File: src/logic/rpf_pkg.sv
// Constants and types shared by the packet format configuration block
`default_nettype none
package rpf_pkg;
   // Register byte offsets
   localparam int           ADDR_W       = 12;
   localparam logic [11:0]  PKT_CFG0_OFS = 12'h514;
   localparam logic [11:0]  PKT_CFG1_OFS = 12'h518;
   localparam logic [11:0]  BASE0_OFS    = 12'h51C;
   localparam logic [11:0]  BASE_ADDRESS_1_OFS    = 12'h520;
   localparam logic [11:0]  PFX_LO_OFS   = 12'h524;
   localparam logic [11:0]  PFX_HI_OFS   = 12'h528;
   // Register indexes inside the bank
   localparam logic [2:0]   IDX_CFG0     = 3'h0;
   localparam logic [2:0]   IDX_CFG1     = 3'h1;
   localparam logic [2:0]   IDX_BASE0    = 3'h2;
   localparam logic [2:0]   IDX_BASE_ADDRESS_1    = 3'h3;
   localparam logic [2:0]   IDX_PFX_LO   = 3'h4;
   localparam logic [2:0]   IDX_PFX_HI   = 3'h5;
   localparam logic [2:0]   IDX_NONE     = 3'h7;
   // Reset value of every register
   localparam logic [31:0]  REG_RESET    = 32'h00000000;
   // Packet config 0 fields
   localparam int           LEN_BITS_LSB = 0;
   localparam int           HDR0_BIT     = 8;
   localparam int           HDR1_BITS_LSB = 16;
   localparam logic [31:0]  CFG0_MASK    = 32'h000F010F;
   // Packet config 1 fields
   localparam int           MAX_PAY_LSB  = 0;
   localparam int           EXTRA_LEN_LSB = 8;
   localparam int           BASE_BYTES_LSB = 16;
   localparam int           ORDER_BIT    = 24;
   localparam logic [31:0]  CFG1_MASK    = 32'h0107FFFF;
   // Base address length limits
   localparam logic [2:0]   BASE_BYTES_MIN = 3'h2;
   localparam logic [2:0]   BASE_BYTES_MAX = 3'h4;
   // AXI responses
   localparam logic [1:0]   RESP_OKAY    = 2'h0;
   localparam logic [1:0]   RESP_SLVERR  = 2'h2;
   // Transmit field sequencer, one-hot
   typedef enum logic [6:0] {
      TX_IDLE = 7'h01,
      TX_ADDR = 7'h02,
      TX_HDR0 = 7'h04,
      TX_LEN  = 7'h08,
      TX_HDR1 = 7'h10,
      TX_PAY  = 7'h20,
      TX_DONE = 7'h40
   } rpf_tx_state_t;
endpackage
`default_nettype wire

File: src/logic/rpf_bit_shifter.sv
// Field serialiser: shifts up to eight bits out in either bit order
`timescale 1ns/1ps
`default_nettype none
module rpf_bit_shifter
(
   input  wire logic       clk_i,
   input  wire logic       rst_i,
   input  wire logic       load_i,
   input  wire logic [7:0] data_i,
   input  wire logic [3:0] nbits_i,
   input  wire logic       msb_first_i,
   input  wire logic       bit_ready_i,
   output logic            idle_o,
   output logic            bit_o,
   output logic            bit_valid_o
);
   // All state in one word
   typedef struct packed {
      logic [7:0] sh;     // Bits still to go
      logic [3:0] left;   // Count of bits still to go
      logic       msb;    // Order of this field
   } rpf_shift_t;

   rpf_shift_t s_reg;
   rpf_shift_t s_next;

   // Load aligns the first bit to the end it leaves from
   always_comb
   begin
      s_next = s_reg;
      if (load_i && s_reg.left == 4'h0)
      begin
         s_next.msb  = msb_first_i;
         s_next.left = nbits_i;
         // MSB first: top of field moved to bit 7
         s_next.sh   = msb_first_i ? 8'(data_i << (4'h8 - nbits_i))
                                   : data_i;
      end
      else if (s_reg.left != 4'h0 && bit_ready_i)
      begin
         // One bit leaves per accepted cycle
         s_next.left = s_reg.left - 4'h1;
         s_next.sh   = s_reg.msb ? {s_reg.sh[6:0], 1'b0}
                                 : {1'b0, s_reg.sh[7:1]};
      end
   end

   // State register
   always_ff @(posedge clk_i or posedge rst_i)
   begin
      if (rst_i)
         s_reg <= '0;
      else
         s_reg <= s_next;
   end

   assign idle_o      = (s_reg.left == 4'h0);
   assign bit_valid_o = (s_reg.left != 4'h0);
   assign bit_o       = s_reg.msb ? s_reg.sh[7] : s_reg.sh[0];
endmodule
`default_nettype wire

File: src/logic/rpf_packet_format.sv
// Packet format registers, transmit field framer and receive length logic
//
// Summary of operation
// Payload cut to maximum length, both directions
// Static extra bytes added to length field
// Address is base bytes then one prefix
// Bit order covers headers, length and payload
// Low prefix register lanes hold addresses 0-3
// High prefix register lanes hold addresses 4-7
// Frame: address bytes, header0, length, header1, payload
`timescale 1ns/1ps
`default_nettype none
module rpf_packet_format
(
   input  wire logic        REF_CLK_I,
   input  wire logic        RST_I,
   // AXI4-Lite slave
   input  wire logic [11:0] S_AXI_AWADDR_I,
   input  wire logic        S_AXI_AWVALID_I,
   output logic             S_AXI_AWREADY_O,
   input  wire logic [31:0] S_AXI_WDATA_I,
   input  wire logic [3:0]  S_AXI_WSTRB_I,
   input  wire logic        S_AXI_WVALID_I,
   output logic             S_AXI_WREADY_O,
   output logic [1:0]       S_AXI_BRESP_O,
   output logic             S_AXI_BVALID_O,
   input  wire logic        S_AXI_BREADY_I,
   input  wire logic [11:0] S_AXI_ARADDR_I,
   input  wire logic        S_AXI_ARVALID_I,
   output logic             S_AXI_ARREADY_O,
   output logic [31:0]      S_AXI_RDATA_O,
   output logic [1:0]       S_AXI_RRESP_O,
   output logic             S_AXI_RVALID_O,
   input  wire logic        S_AXI_RREADY_I,
   // Transmit frame request
   input  wire logic        TX_START_I,
   input  wire logic [2:0]  TX_LADDR_I,
   input  wire logic [7:0]  TX_HDR0_I,
   input  wire logic [7:0]  TX_LEN_I,
   input  wire logic [7:0]  TX_HDR1_I,
   output logic             TX_BUSY_O,
   // Payload byte stream in
   input  wire logic [7:0]  PAY_DATA_I,
   input  wire logic        PAY_VALID_I,
   output logic             PAY_READY_O,
   // On-air bit stream out
   output logic             BIT_O,
   output logic             BIT_VALID_O,
   input  wire logic        BIT_READY_I,
   // Receive side settings
   input  wire logic [7:0]  RX_LEN_I,
   input  wire logic [2:0]  RX_LADDR_I,
   output logic [7:0]       RX_PAY_LEN_O,
   output logic [39:0]      RX_ADDR_O,
   output logic [2:0]       RX_ADDR_BYTES_O,
   output logic             RX_MSB_FIRST_O
);
   // Whole module state
   typedef struct packed {
      logic                   aw_got;   // Write address held
      logic [11:0]            aw_addr;
      logic                   w_got;    // Write data held
      logic [31:0]            w_data;
      logic [3:0]             w_strb;
      logic                   b_valid;
      logic [1:0]             b_resp;
      logic                   r_valid;
      logic [31:0]            r_data;
      logic [1:0]             r_resp;
      logic [5:0][31:0]       regs;     // Register bank
      rpf_pkg::rpf_tx_state_t st;
      logic [2:0]             k;        // Address byte index
      logic [7:0]             cnt;      // Payload bytes sent
      logic [7:0]             eff;      // Payload bytes due
      logic [7:0]             hdr0;
      logic [7:0]             len;
      logic [7:0]             hdr1;
      logic [2:0]             laddr;
      logic [7:0]             rx_len;   // Receive payload length
      logic [39:0]            rx_addr;
      logic [2:0]             rx_abytes;
   } rpf_state_t;

   rpf_state_t s_reg;
   rpf_state_t s_next;

   // Serialiser hookup
   logic       ser_idle;
   logic       ser_load;
   logic [7:0] ser_data;
   logic [3:0] ser_nbits;
   logic       ser_msb;

   // Decoded configuration
   logic [7:0] max_len;
   logic [7:0] stat_len;
   logic [2:0] base_bytes;
   logic       msb_first;
   logic       hdr0_on;
   logic [3:0] len_bits;
   logic [3:0] hdr1_bits;

   // Byte offset to register index
   function automatic logic [2:0] reg_index(input logic [11:0] a);
      unique case (a)
         rpf_pkg::PKT_CFG0_OFS: reg_index = rpf_pkg::IDX_CFG0;
         rpf_pkg::PKT_CFG1_OFS: reg_index = rpf_pkg::IDX_CFG1;
         rpf_pkg::BASE0_OFS:    reg_index = rpf_pkg::IDX_BASE0;
         rpf_pkg::BASE_ADDRESS_1_OFS:    reg_index = rpf_pkg::IDX_BASE_ADDRESS_1;
         rpf_pkg::PFX_LO_OFS:   reg_index = rpf_pkg::IDX_PFX_LO;
         rpf_pkg::PFX_HI_OFS:   reg_index = rpf_pkg::IDX_PFX_HI;
         default:               reg_index = rpf_pkg::IDX_NONE;
      endcase
   endfunction

   // Writable bits of each register
   function automatic logic [31:0] reg_mask(input logic [2:0] i);
      if (i == rpf_pkg::IDX_CFG0)
         reg_mask = rpf_pkg::CFG0_MASK;
      else if (i == rpf_pkg::IDX_CFG1)
         reg_mask = rpf_pkg::CFG1_MASK;
      else
         reg_mask = 32'hFFFFFFFF;
   endfunction

   // Payload bytes: length plus extra, cut at maximum
   function automatic logic [7:0] eff_len(input logic [7:0] l,
                                          input logic [7:0] st,
                                          input logic [7:0] mx);
      logic [8:0] sum;
      sum = {1'b0, l} + {1'b0, st};
      eff_len = (sum > {1'b0, mx}) ? mx : sum[7:0];
   endfunction

   // Prefix byte of a logical address
   function automatic logic [7:0] prefix_of(input rpf_state_t s,
                                            input logic [2:0] la);
      logic [31:0] w;
      w = la[2] ? s.regs[rpf_pkg::IDX_PFX_HI]
                : s.regs[rpf_pkg::IDX_PFX_LO];
      prefix_of = w[{la[1:0], 3'h0} +: 8];
   endfunction

   // Base word of a logical address: 0 uses base 0, rest base 1
   function automatic logic [31:0] base_of(input rpf_state_t s,
                                           input logic [2:0] la);
      base_of = (la == 3'h0) ? s.regs[rpf_pkg::IDX_BASE0]
                             : s.regs[rpf_pkg::IDX_BASE_ADDRESS_1];
   endfunction

   // Field bits limited to one serialiser load
   function automatic logic [3:0] clip8(input logic [3:0] n);
      clip8 = (n > 4'h8) ? 4'h8 : n;
   endfunction

   // Configuration fields
   always_comb
   begin
      max_len   = s_reg.regs[rpf_pkg::IDX_CFG1][rpf_pkg::MAX_PAY_LSB +: 8];
      stat_len  = s_reg.regs[rpf_pkg::IDX_CFG1][rpf_pkg::EXTRA_LEN_LSB +: 8];
      base_bytes =
         s_reg.regs[rpf_pkg::IDX_CFG1][rpf_pkg::BASE_BYTES_LSB +: 3];
      // Illegal lengths pinned into range so address stays sane
      if (base_bytes < rpf_pkg::BASE_BYTES_MIN)
         base_bytes = rpf_pkg::BASE_BYTES_MIN;
      else if (base_bytes > rpf_pkg::BASE_BYTES_MAX)
         base_bytes = rpf_pkg::BASE_BYTES_MAX;
      msb_first = s_reg.regs[rpf_pkg::IDX_CFG1][rpf_pkg::ORDER_BIT];
      hdr0_on   = s_reg.regs[rpf_pkg::IDX_CFG0][rpf_pkg::HDR0_BIT];
      len_bits  = s_reg.regs[rpf_pkg::IDX_CFG0][rpf_pkg::LEN_BITS_LSB +: 4];
      hdr1_bits = s_reg.regs[rpf_pkg::IDX_CFG0][rpf_pkg::HDR1_BITS_LSB +: 4];
   end

   // Bus, framer and receive logic next state
   always_comb
   begin
      s_next    = s_reg;
      ser_load  = 1'b0;
      ser_data  = 8'h00;
      ser_nbits = 4'h0;
      ser_msb   = 1'b0;

      // Address and data taken in either order
      if (S_AXI_AWVALID_I && S_AXI_AWREADY_O)
      begin
         s_next.aw_got  = 1'b1;
         s_next.aw_addr = S_AXI_AWADDR_I;
      end
      if (S_AXI_WVALID_I && S_AXI_WREADY_O)
      begin
         s_next.w_got  = 1'b1;
         s_next.w_data = S_AXI_WDATA_I;
         s_next.w_strb = S_AXI_WSTRB_I;
      end
      // Write lands once both halves are held
      if (s_reg.aw_got && s_reg.w_got && !s_reg.b_valid)
      begin
         s_next.aw_got  = 1'b0;
         s_next.w_got   = 1'b0;
         s_next.b_valid = 1'b1;
         if (reg_index(s_reg.aw_addr) == rpf_pkg::IDX_NONE)
            s_next.b_resp = rpf_pkg::RESP_SLVERR;
         else
         begin
            s_next.b_resp = rpf_pkg::RESP_OKAY;
            for (int b = 0; b < 4; b++)
            begin
               if (s_reg.w_strb[b])
                  s_next.regs[reg_index(s_reg.aw_addr)][b*8 +: 8] =
                     s_reg.w_data[b*8 +: 8];
            end
            // Reserved bits kept at zero
            s_next.regs[reg_index(s_reg.aw_addr)] =
               s_next.regs[reg_index(s_reg.aw_addr)] &
               reg_mask(reg_index(s_reg.aw_addr));
         end
      end
      else if (s_reg.b_valid && S_AXI_BREADY_I)
         s_next.b_valid = 1'b0;

      // Read answered one cycle after address
      if (S_AXI_ARVALID_I && S_AXI_ARREADY_O)
      begin
         s_next.r_valid = 1'b1;
         if (reg_index(S_AXI_ARADDR_I) == rpf_pkg::IDX_NONE)
         begin
            s_next.r_data = 32'h00000000;
            s_next.r_resp = rpf_pkg::RESP_SLVERR;
         end
         else
         begin
            s_next.r_data = s_reg.regs[reg_index(S_AXI_ARADDR_I)];
            s_next.r_resp = rpf_pkg::RESP_OKAY;
         end
      end
      else if (s_reg.r_valid && S_AXI_RREADY_I)
         s_next.r_valid = 1'b0;

      // Receive side: payload count and expected address
      s_next.rx_len    = eff_len(RX_LEN_I, stat_len, max_len);
      s_next.rx_addr   = {base_of(s_reg, RX_LADDR_I),
                          prefix_of(s_reg, RX_LADDR_I)};
      s_next.rx_abytes = base_bytes + 3'h1;

      // Transmit field sequencer; loads only when serialiser is idle
      unique case (s_reg.st)
         rpf_pkg::TX_IDLE:
         begin
            if (TX_START_I)
            begin
               s_next.st    = rpf_pkg::TX_ADDR;
               s_next.k     = 3'h0;
               s_next.cnt   = 8'h00;
               s_next.hdr0  = TX_HDR0_I;
               s_next.len   = TX_LEN_I;
               s_next.hdr1  = TX_HDR1_I;
               s_next.laddr = TX_LADDR_I;
               s_next.eff   = eff_len(TX_LEN_I, stat_len, max_len);
            end
         end
         rpf_pkg::TX_ADDR:
         begin
            if (ser_idle)
            begin
               // Base bytes first, prefix byte last
               ser_load  = 1'b1;
               ser_nbits = 4'h8;
               ser_data  = (s_reg.k < base_bytes)
                  ? 8'(base_of(s_reg, s_reg.laddr) >> {s_reg.k[1:0], 3'h0})
                  : prefix_of(s_reg, s_reg.laddr);
               s_next.k  = s_reg.k + 3'h1;
               if (s_reg.k == base_bytes)
                  s_next.st = rpf_pkg::TX_HDR0;
            end
         end
         rpf_pkg::TX_HDR0:
         begin
            // Zero-length fields pass with no load
            if (ser_idle)
            begin
               ser_load  = hdr0_on;
               ser_nbits = 4'h8;
               ser_data  = s_reg.hdr0;
               ser_msb   = msb_first;
               s_next.st = rpf_pkg::TX_LEN;
            end
         end
         rpf_pkg::TX_LEN:
         begin
            if (ser_idle)
            begin
               ser_load  = (len_bits != 4'h0);
               ser_nbits = clip8(len_bits);
               ser_data  = s_reg.len;
               ser_msb   = msb_first;
               s_next.st = rpf_pkg::TX_HDR1;
            end
         end
         rpf_pkg::TX_HDR1:
         begin
            if (ser_idle)
            begin
               ser_load  = (hdr1_bits != 4'h0);
               ser_nbits = clip8(hdr1_bits);
               ser_data  = s_reg.hdr1;
               ser_msb   = msb_first;
               s_next.st = rpf_pkg::TX_PAY;
            end
         end
         rpf_pkg::TX_PAY:
         begin
            // Only the due count is pulled from the source
            if (s_reg.cnt == s_reg.eff)
               s_next.st = rpf_pkg::TX_DONE;
            else if (ser_idle && PAY_VALID_I)
            begin
               ser_load   = 1'b1;
               ser_nbits  = 4'h8;
               ser_data   = PAY_DATA_I;
               ser_msb    = msb_first;
               s_next.cnt = s_reg.cnt + 8'h01;
            end
         end
         rpf_pkg::TX_DONE:
         begin
            // Frame ends once the last bit has left
            if (ser_idle)
               s_next.st = rpf_pkg::TX_IDLE;
         end
         default:
            s_next.st = rpf_pkg::TX_IDLE;
      endcase
   end

   // State register
   always_ff @(posedge REF_CLK_I or posedge RST_I)
   begin
      if (RST_I)
      begin
         s_reg    <= '0;
         s_reg.regs <= {6{rpf_pkg::REG_RESET}};
         s_reg.st <= rpf_pkg::TX_IDLE;
      end
      else
         s_reg <= s_next;
   end

   // Bit serialiser
   rpf_bit_shifter u_shift
   (
      .clk_i       (REF_CLK_I),
      .rst_i       (RST_I),
      .load_i      (ser_load),
      .data_i      (ser_data),
      .nbits_i     (ser_nbits),
      .msb_first_i (ser_msb),
      .bit_ready_i (BIT_READY_I),
      .idle_o      (ser_idle),
      .bit_o       (BIT_O),
      .bit_valid_o (BIT_VALID_O)
   );

   // Outputs
   assign S_AXI_AWREADY_O = !s_reg.aw_got;
   assign S_AXI_WREADY_O  = !s_reg.w_got;
   assign S_AXI_BVALID_O  = s_reg.b_valid;
   assign S_AXI_BRESP_O   = s_reg.b_resp;
   assign S_AXI_ARREADY_O = !s_reg.r_valid;
   assign S_AXI_RVALID_O  = s_reg.r_valid;
   assign S_AXI_RDATA_O   = s_reg.r_data;
   assign S_AXI_RRESP_O   = s_reg.r_resp;
   assign TX_BUSY_O       = (s_reg.st != rpf_pkg::TX_IDLE);
   assign PAY_READY_O     = (s_reg.st == rpf_pkg::TX_PAY) && ser_idle &&
                            (s_reg.cnt != s_reg.eff);
   assign RX_PAY_LEN_O    = s_reg.rx_len;
   assign RX_ADDR_O       = s_reg.rx_addr;
   assign RX_ADDR_BYTES_O = s_reg.rx_abytes;
   assign RX_MSB_FIRST_O  = msb_first;
endmodule
`default_nettype wire

File: config.mk
export PLATFORM = sky130hd
export DESIGN_NAME = rpf_packet_format
export DESIGN_NICKNAME = d
export VERILOG_FILES = /design/src/logic/rpf_pkg.sv /design/src/logic/rpf_bit_shifter.sv /design/src/logic/rpf_packet_format.sv
export SDC_FILE = /design/constraint.sdc
export NUM_CORES = 1
export LEC_CHECK = 0
export BUFFER_PORTS_ARGS = -buffer_cell sky130_fd_sc_hd__buf_2
export CAP_MARGIN = 15
export CORE_MARGIN = 4
export CORE_UTILIZATION = 60
export CTS_CLUSTER_SIZE = 28
export DETAILED_ROUTE_END_ITERATION = 10
export PLACE_DENSITY = 0.8
export RECOVER_POWER = 50
export SYNTH_ARGS = -nofsm -noshare
export SYNTH_HDL_FRONTEND = slang
export SYNTH_HIERARCHICAL = 1
export SYNTH_SLANG_ARGS = --single-unit
File: constraint.sdc
create_clock -name REF_CLK_I -period 25 [get_ports REF_CLK_I]
set_input_delay 3.75 -clock REF_CLK_I [delete_from_list [all_inputs] [get_ports REF_CLK_I]]
set_output_delay 3.75 -clock REF_CLK_I [all_outputs]
set_load 0.01 [all_outputs]
==> results.md <==
- Final hold violation count: 0
- Post-route minimum period: 8.70 ns
- Internal cell power: 1.30 mW
- WP data arrival: 9.20 ns
- DR vias: 21,300
- Ys async rst share: 1.00
- First-pass GRT wire length: 123,000 um
- CTS sink cnt: 395
- Global route overflow: 0
- Primary FF master, synth: dfrtp_1
- Startpoint types: primary input
- Global Route Usage Sum: 0.380
- Gp weighted congestion: 1.02
- Layout area overhead: 8.81%
- Setup TNS: 0 ns
- Top-count cell post-synth: nand2_1
- Post_cts resized: 0
- Layout cells sized above 1: 0.203
- Post-synthesis cell area: 23,700 sq um
- First DRT Iteration DRCs: 3,151
- Sequential share of power: 0.435
- Finished layout cell area: 25,700 sq um
- Hold_buf cts: 0
- Drt drc: 0
- Crit-path cells: clkbuf_1 -> clkinvlp_2 -> buf_4 -> buf_12
- Slowest cell on the critical path: clkinvlp_2
- Die width: 207 um
- CTS clk-pin slew, worst paths: 0.06 ns
- Final nets: 2,654
- Initial core utilization: 0.609
- Post-synth top area cell: dfrtp_1
- Failing checks: capacitance limit, slew limit
- CP Class: in -> async
- Site row count: 72
- H-tree Lvls: 2
- Post-synth cell types: 96
- Clk buf depth: 3
- Clock group share of total power: 0.324
- Ports: 213
- Relative slew slack: -2.98
- CTS tree: done
- Core area: 38,800 sq um
- Initial antenna violation count: 3
- Register area share after synthesis: 0.418
- DRT antenna net count: 0
- Setup Viol. Count Final: 0
- EDFF count, synth: 0
- Final WL: 82,000 um
- CP max FO: 187
- Area of the die: 42,700 sq um
- Pin count of the biggest net entering global routing: 188
- Post-synth top area share: 0.417
- Top cells by count, synth: nand2_1, dfrtp_1, o21ai_0
- Fmax: 0.115 GHz
- FF+latch count, synth: 395
- Total power: 2.03 mW
- Psw: 725 uW
- Unrepaired setup endpoints after global routing: false
- IO buf count: 210
- Req. time, crit path: 25.50 ns
- CP endpoint kind: asynchronous set/reset pin
- Hpwl dp: 59,000 um
- Synth top area cells: dfrtp_1, nand2_1, mux2_2
- Post-DR wirelength/cell: 26.9 um
- Max-cap viol count: 8
- Mean Syn Cell Area: 9.60 sq um
- Fill cells: 3,125
- Total CTS buffers: 43
- Worst skew pair latency: 0.59 ns
- Comb pwr share: 0.242
- Crit-path leading delay family: buffers and inverters
- Post-DP Area: 24,400 sq um
- Slowest stage delay, CP: 3.26 ns
- Status: complete, but fails checks
- Yosys Warn Count: 6
- Leakage: 11.3 nW
- CP bufs+invs: 4
- Worst Skew: 0.0283 ns
- VDD IR max: 0.0836 mV
- Die Span Y: 207 um
- Setup bufs post-CTS: 0
- DRT Pass-1 Iters: 7
- Hold Path Class: reg -> reg
- Power Density: 78.8 nW/um^2
- Vias in the first global route: 20,500
- Max reg flops: 277
- Root Buffer: clkbuf_16
- Slew @ Worst Pin: 5.94 ns
- Synth Instances: 2,465
- Sw Ratio: 0.358
- Slew Limit Fails: 325
- Period utilisation layout: 0.348
- Vias per std cell: 6.99
==> power by group through the flow <==
stage	clock, mW	combinational [mW]	sequential, mW
6_report	0.657	0.490	0.881
5_1_grt	0.691	0.530	0.888
4_1_cts	0.662	0.481	0.871
3_5_place_dp	0	0.478	0.882
3_3_place_gp	0	0.466	0.875
2_1_floorplan	0	0.405	0.788
==> layout by cell type, fill, tap and decap left out, types with 15 or more instances in the layout <==
| cell type | instances |
|---|---|
| o22ai_1 | 28 |
| o2111ai_1 | 16 |
| mux2i_1 | 74 |
| mux2_2 | 115 |
| buf_2 | 206 |
| nand4_1 | 24 |
| and2_0 | 21 |
| buf_4 | 26 |
| and2_1 | 21 |
| clkbuf_16 | 44 |
| ha_1 | 40 |
| nor3_1 | 21 |
| xor2_1 | 21 |
| o21ai_0 | 238 |
| nor2_1 | 63 |
| a32o_1 | 33 |
| a211oi_1 | 25 |
| nor2b_1 | 24 |
| mux4_2 | 51 |
| a221oi_1 | 26 |
| a21oi_1 | 72 |
| nand2_1 | 436 |
| dfrtp_1 | 394 |
| a22oi_1 | 18 |
| nand3_1 | 72 |
| o211ai_1 | 23 |
| o221ai_1 | 32 |
| inv_1 | 38 |
| and4_1 | 15 |
| clkbuf_1 | 26 |
==> routing by layer <==
layer | vias up | global-route usage | part of all wire
li1 | 9049 | - | -
met1 | 10300 | 0.516 | 0.37
met2 | 1658 | 0.566 | 0.43
met3 | 313 | 0.131 | 0.15
met4 | 4 | 0.148 | 0.048
met5 | - | 0 | 0.00028
==> path summary, 6_finish.rpt <==
kind	slack, ns	to	start	depth (start not counted)
setup / recovery	16.30	RX_ADDR_O[12]$_DFF_PP0_	RST_I	4
hold / removal	0.48	s_reg[57]$_DFFE_PP0P_	s_reg[57]$_DFFE_PP0P_	2
setup reg to reg	18.65	hdr1_bits[3]$_DFFE_PP0P_	s_reg[376]$_DFFE_PP0P_	7
hold reg to reg	0.48	s_reg[57]$_DFFE_PP0P_	s_reg[57]$_DFFE_PP0P_	2
max in group REF_CLK_I	17.99	s_reg[85]$_DFFE_PP0P_	TX_LEN_I[0]	13
min in group asynchronous	3.21	u_shift/s_reg[4]$_DFFE_PP0P_	RST_I	2
==> per-stage QoR <==
| stage | utilization | hold WS (ns) | setup slack [ns] | std cells |
|---|---|---|---|---|
| detailed placement | 0.628 | 0.466 | 17.47 | 2969 |
| finish | 0.663 | 0.480 | 16.30 | 3050 |
| CTS | 0.666 | 0.481 | 18.10 | 3049 |
| global placement | 0.628 | 0.456 | 17.66 | 2969 |
| global route | 0.663 | 0.497 | 15.35 | 3049 |
| floorplan | - | 0.445 | 10.64 | 2466 |
==> cell families after synthesis <==
family / after synthesis / share of synthesized area
simple gates: 807 / 0.163
xor+xnor: 31 / 0.0123
compound gates: 630 / 0.178
flops: 395 / 0.418
mux: 253 / 0.141
buf+inv: 306 / 0.0642
fa+ha+maj: 42 / 0.0229
other cells: 1 / 0.000159
==> worst register-to-register path: cells and delay by family (launching register included) <==
family                 cells  cell delay, ns
AO/OA/AOI/OAI              2            0.65
buffers and inverters      2            1.95
flip-flops                 1            0.75
AND/OR/NAND/NOR            3            2.80
==> area by class of cell <==
type | count | area [sq um] | share of cell area
clock buffer | 63 | 1270 | 0.0494
tap | 518 | 648 | 0.0252
antenna | 1 | 2.50 | 0.0000972
timing repair buffer | 250 | 1310 | 0.0509
clock inverter | 17 | 193 | 0.00749
sequential | 395 | 9890 | 0.384
multi-input combinational | 1765 | 12300 | 0.477
inverter | 41 | 155 | 0.00603
Note: power is estimated with default switching activity, not from simulation.
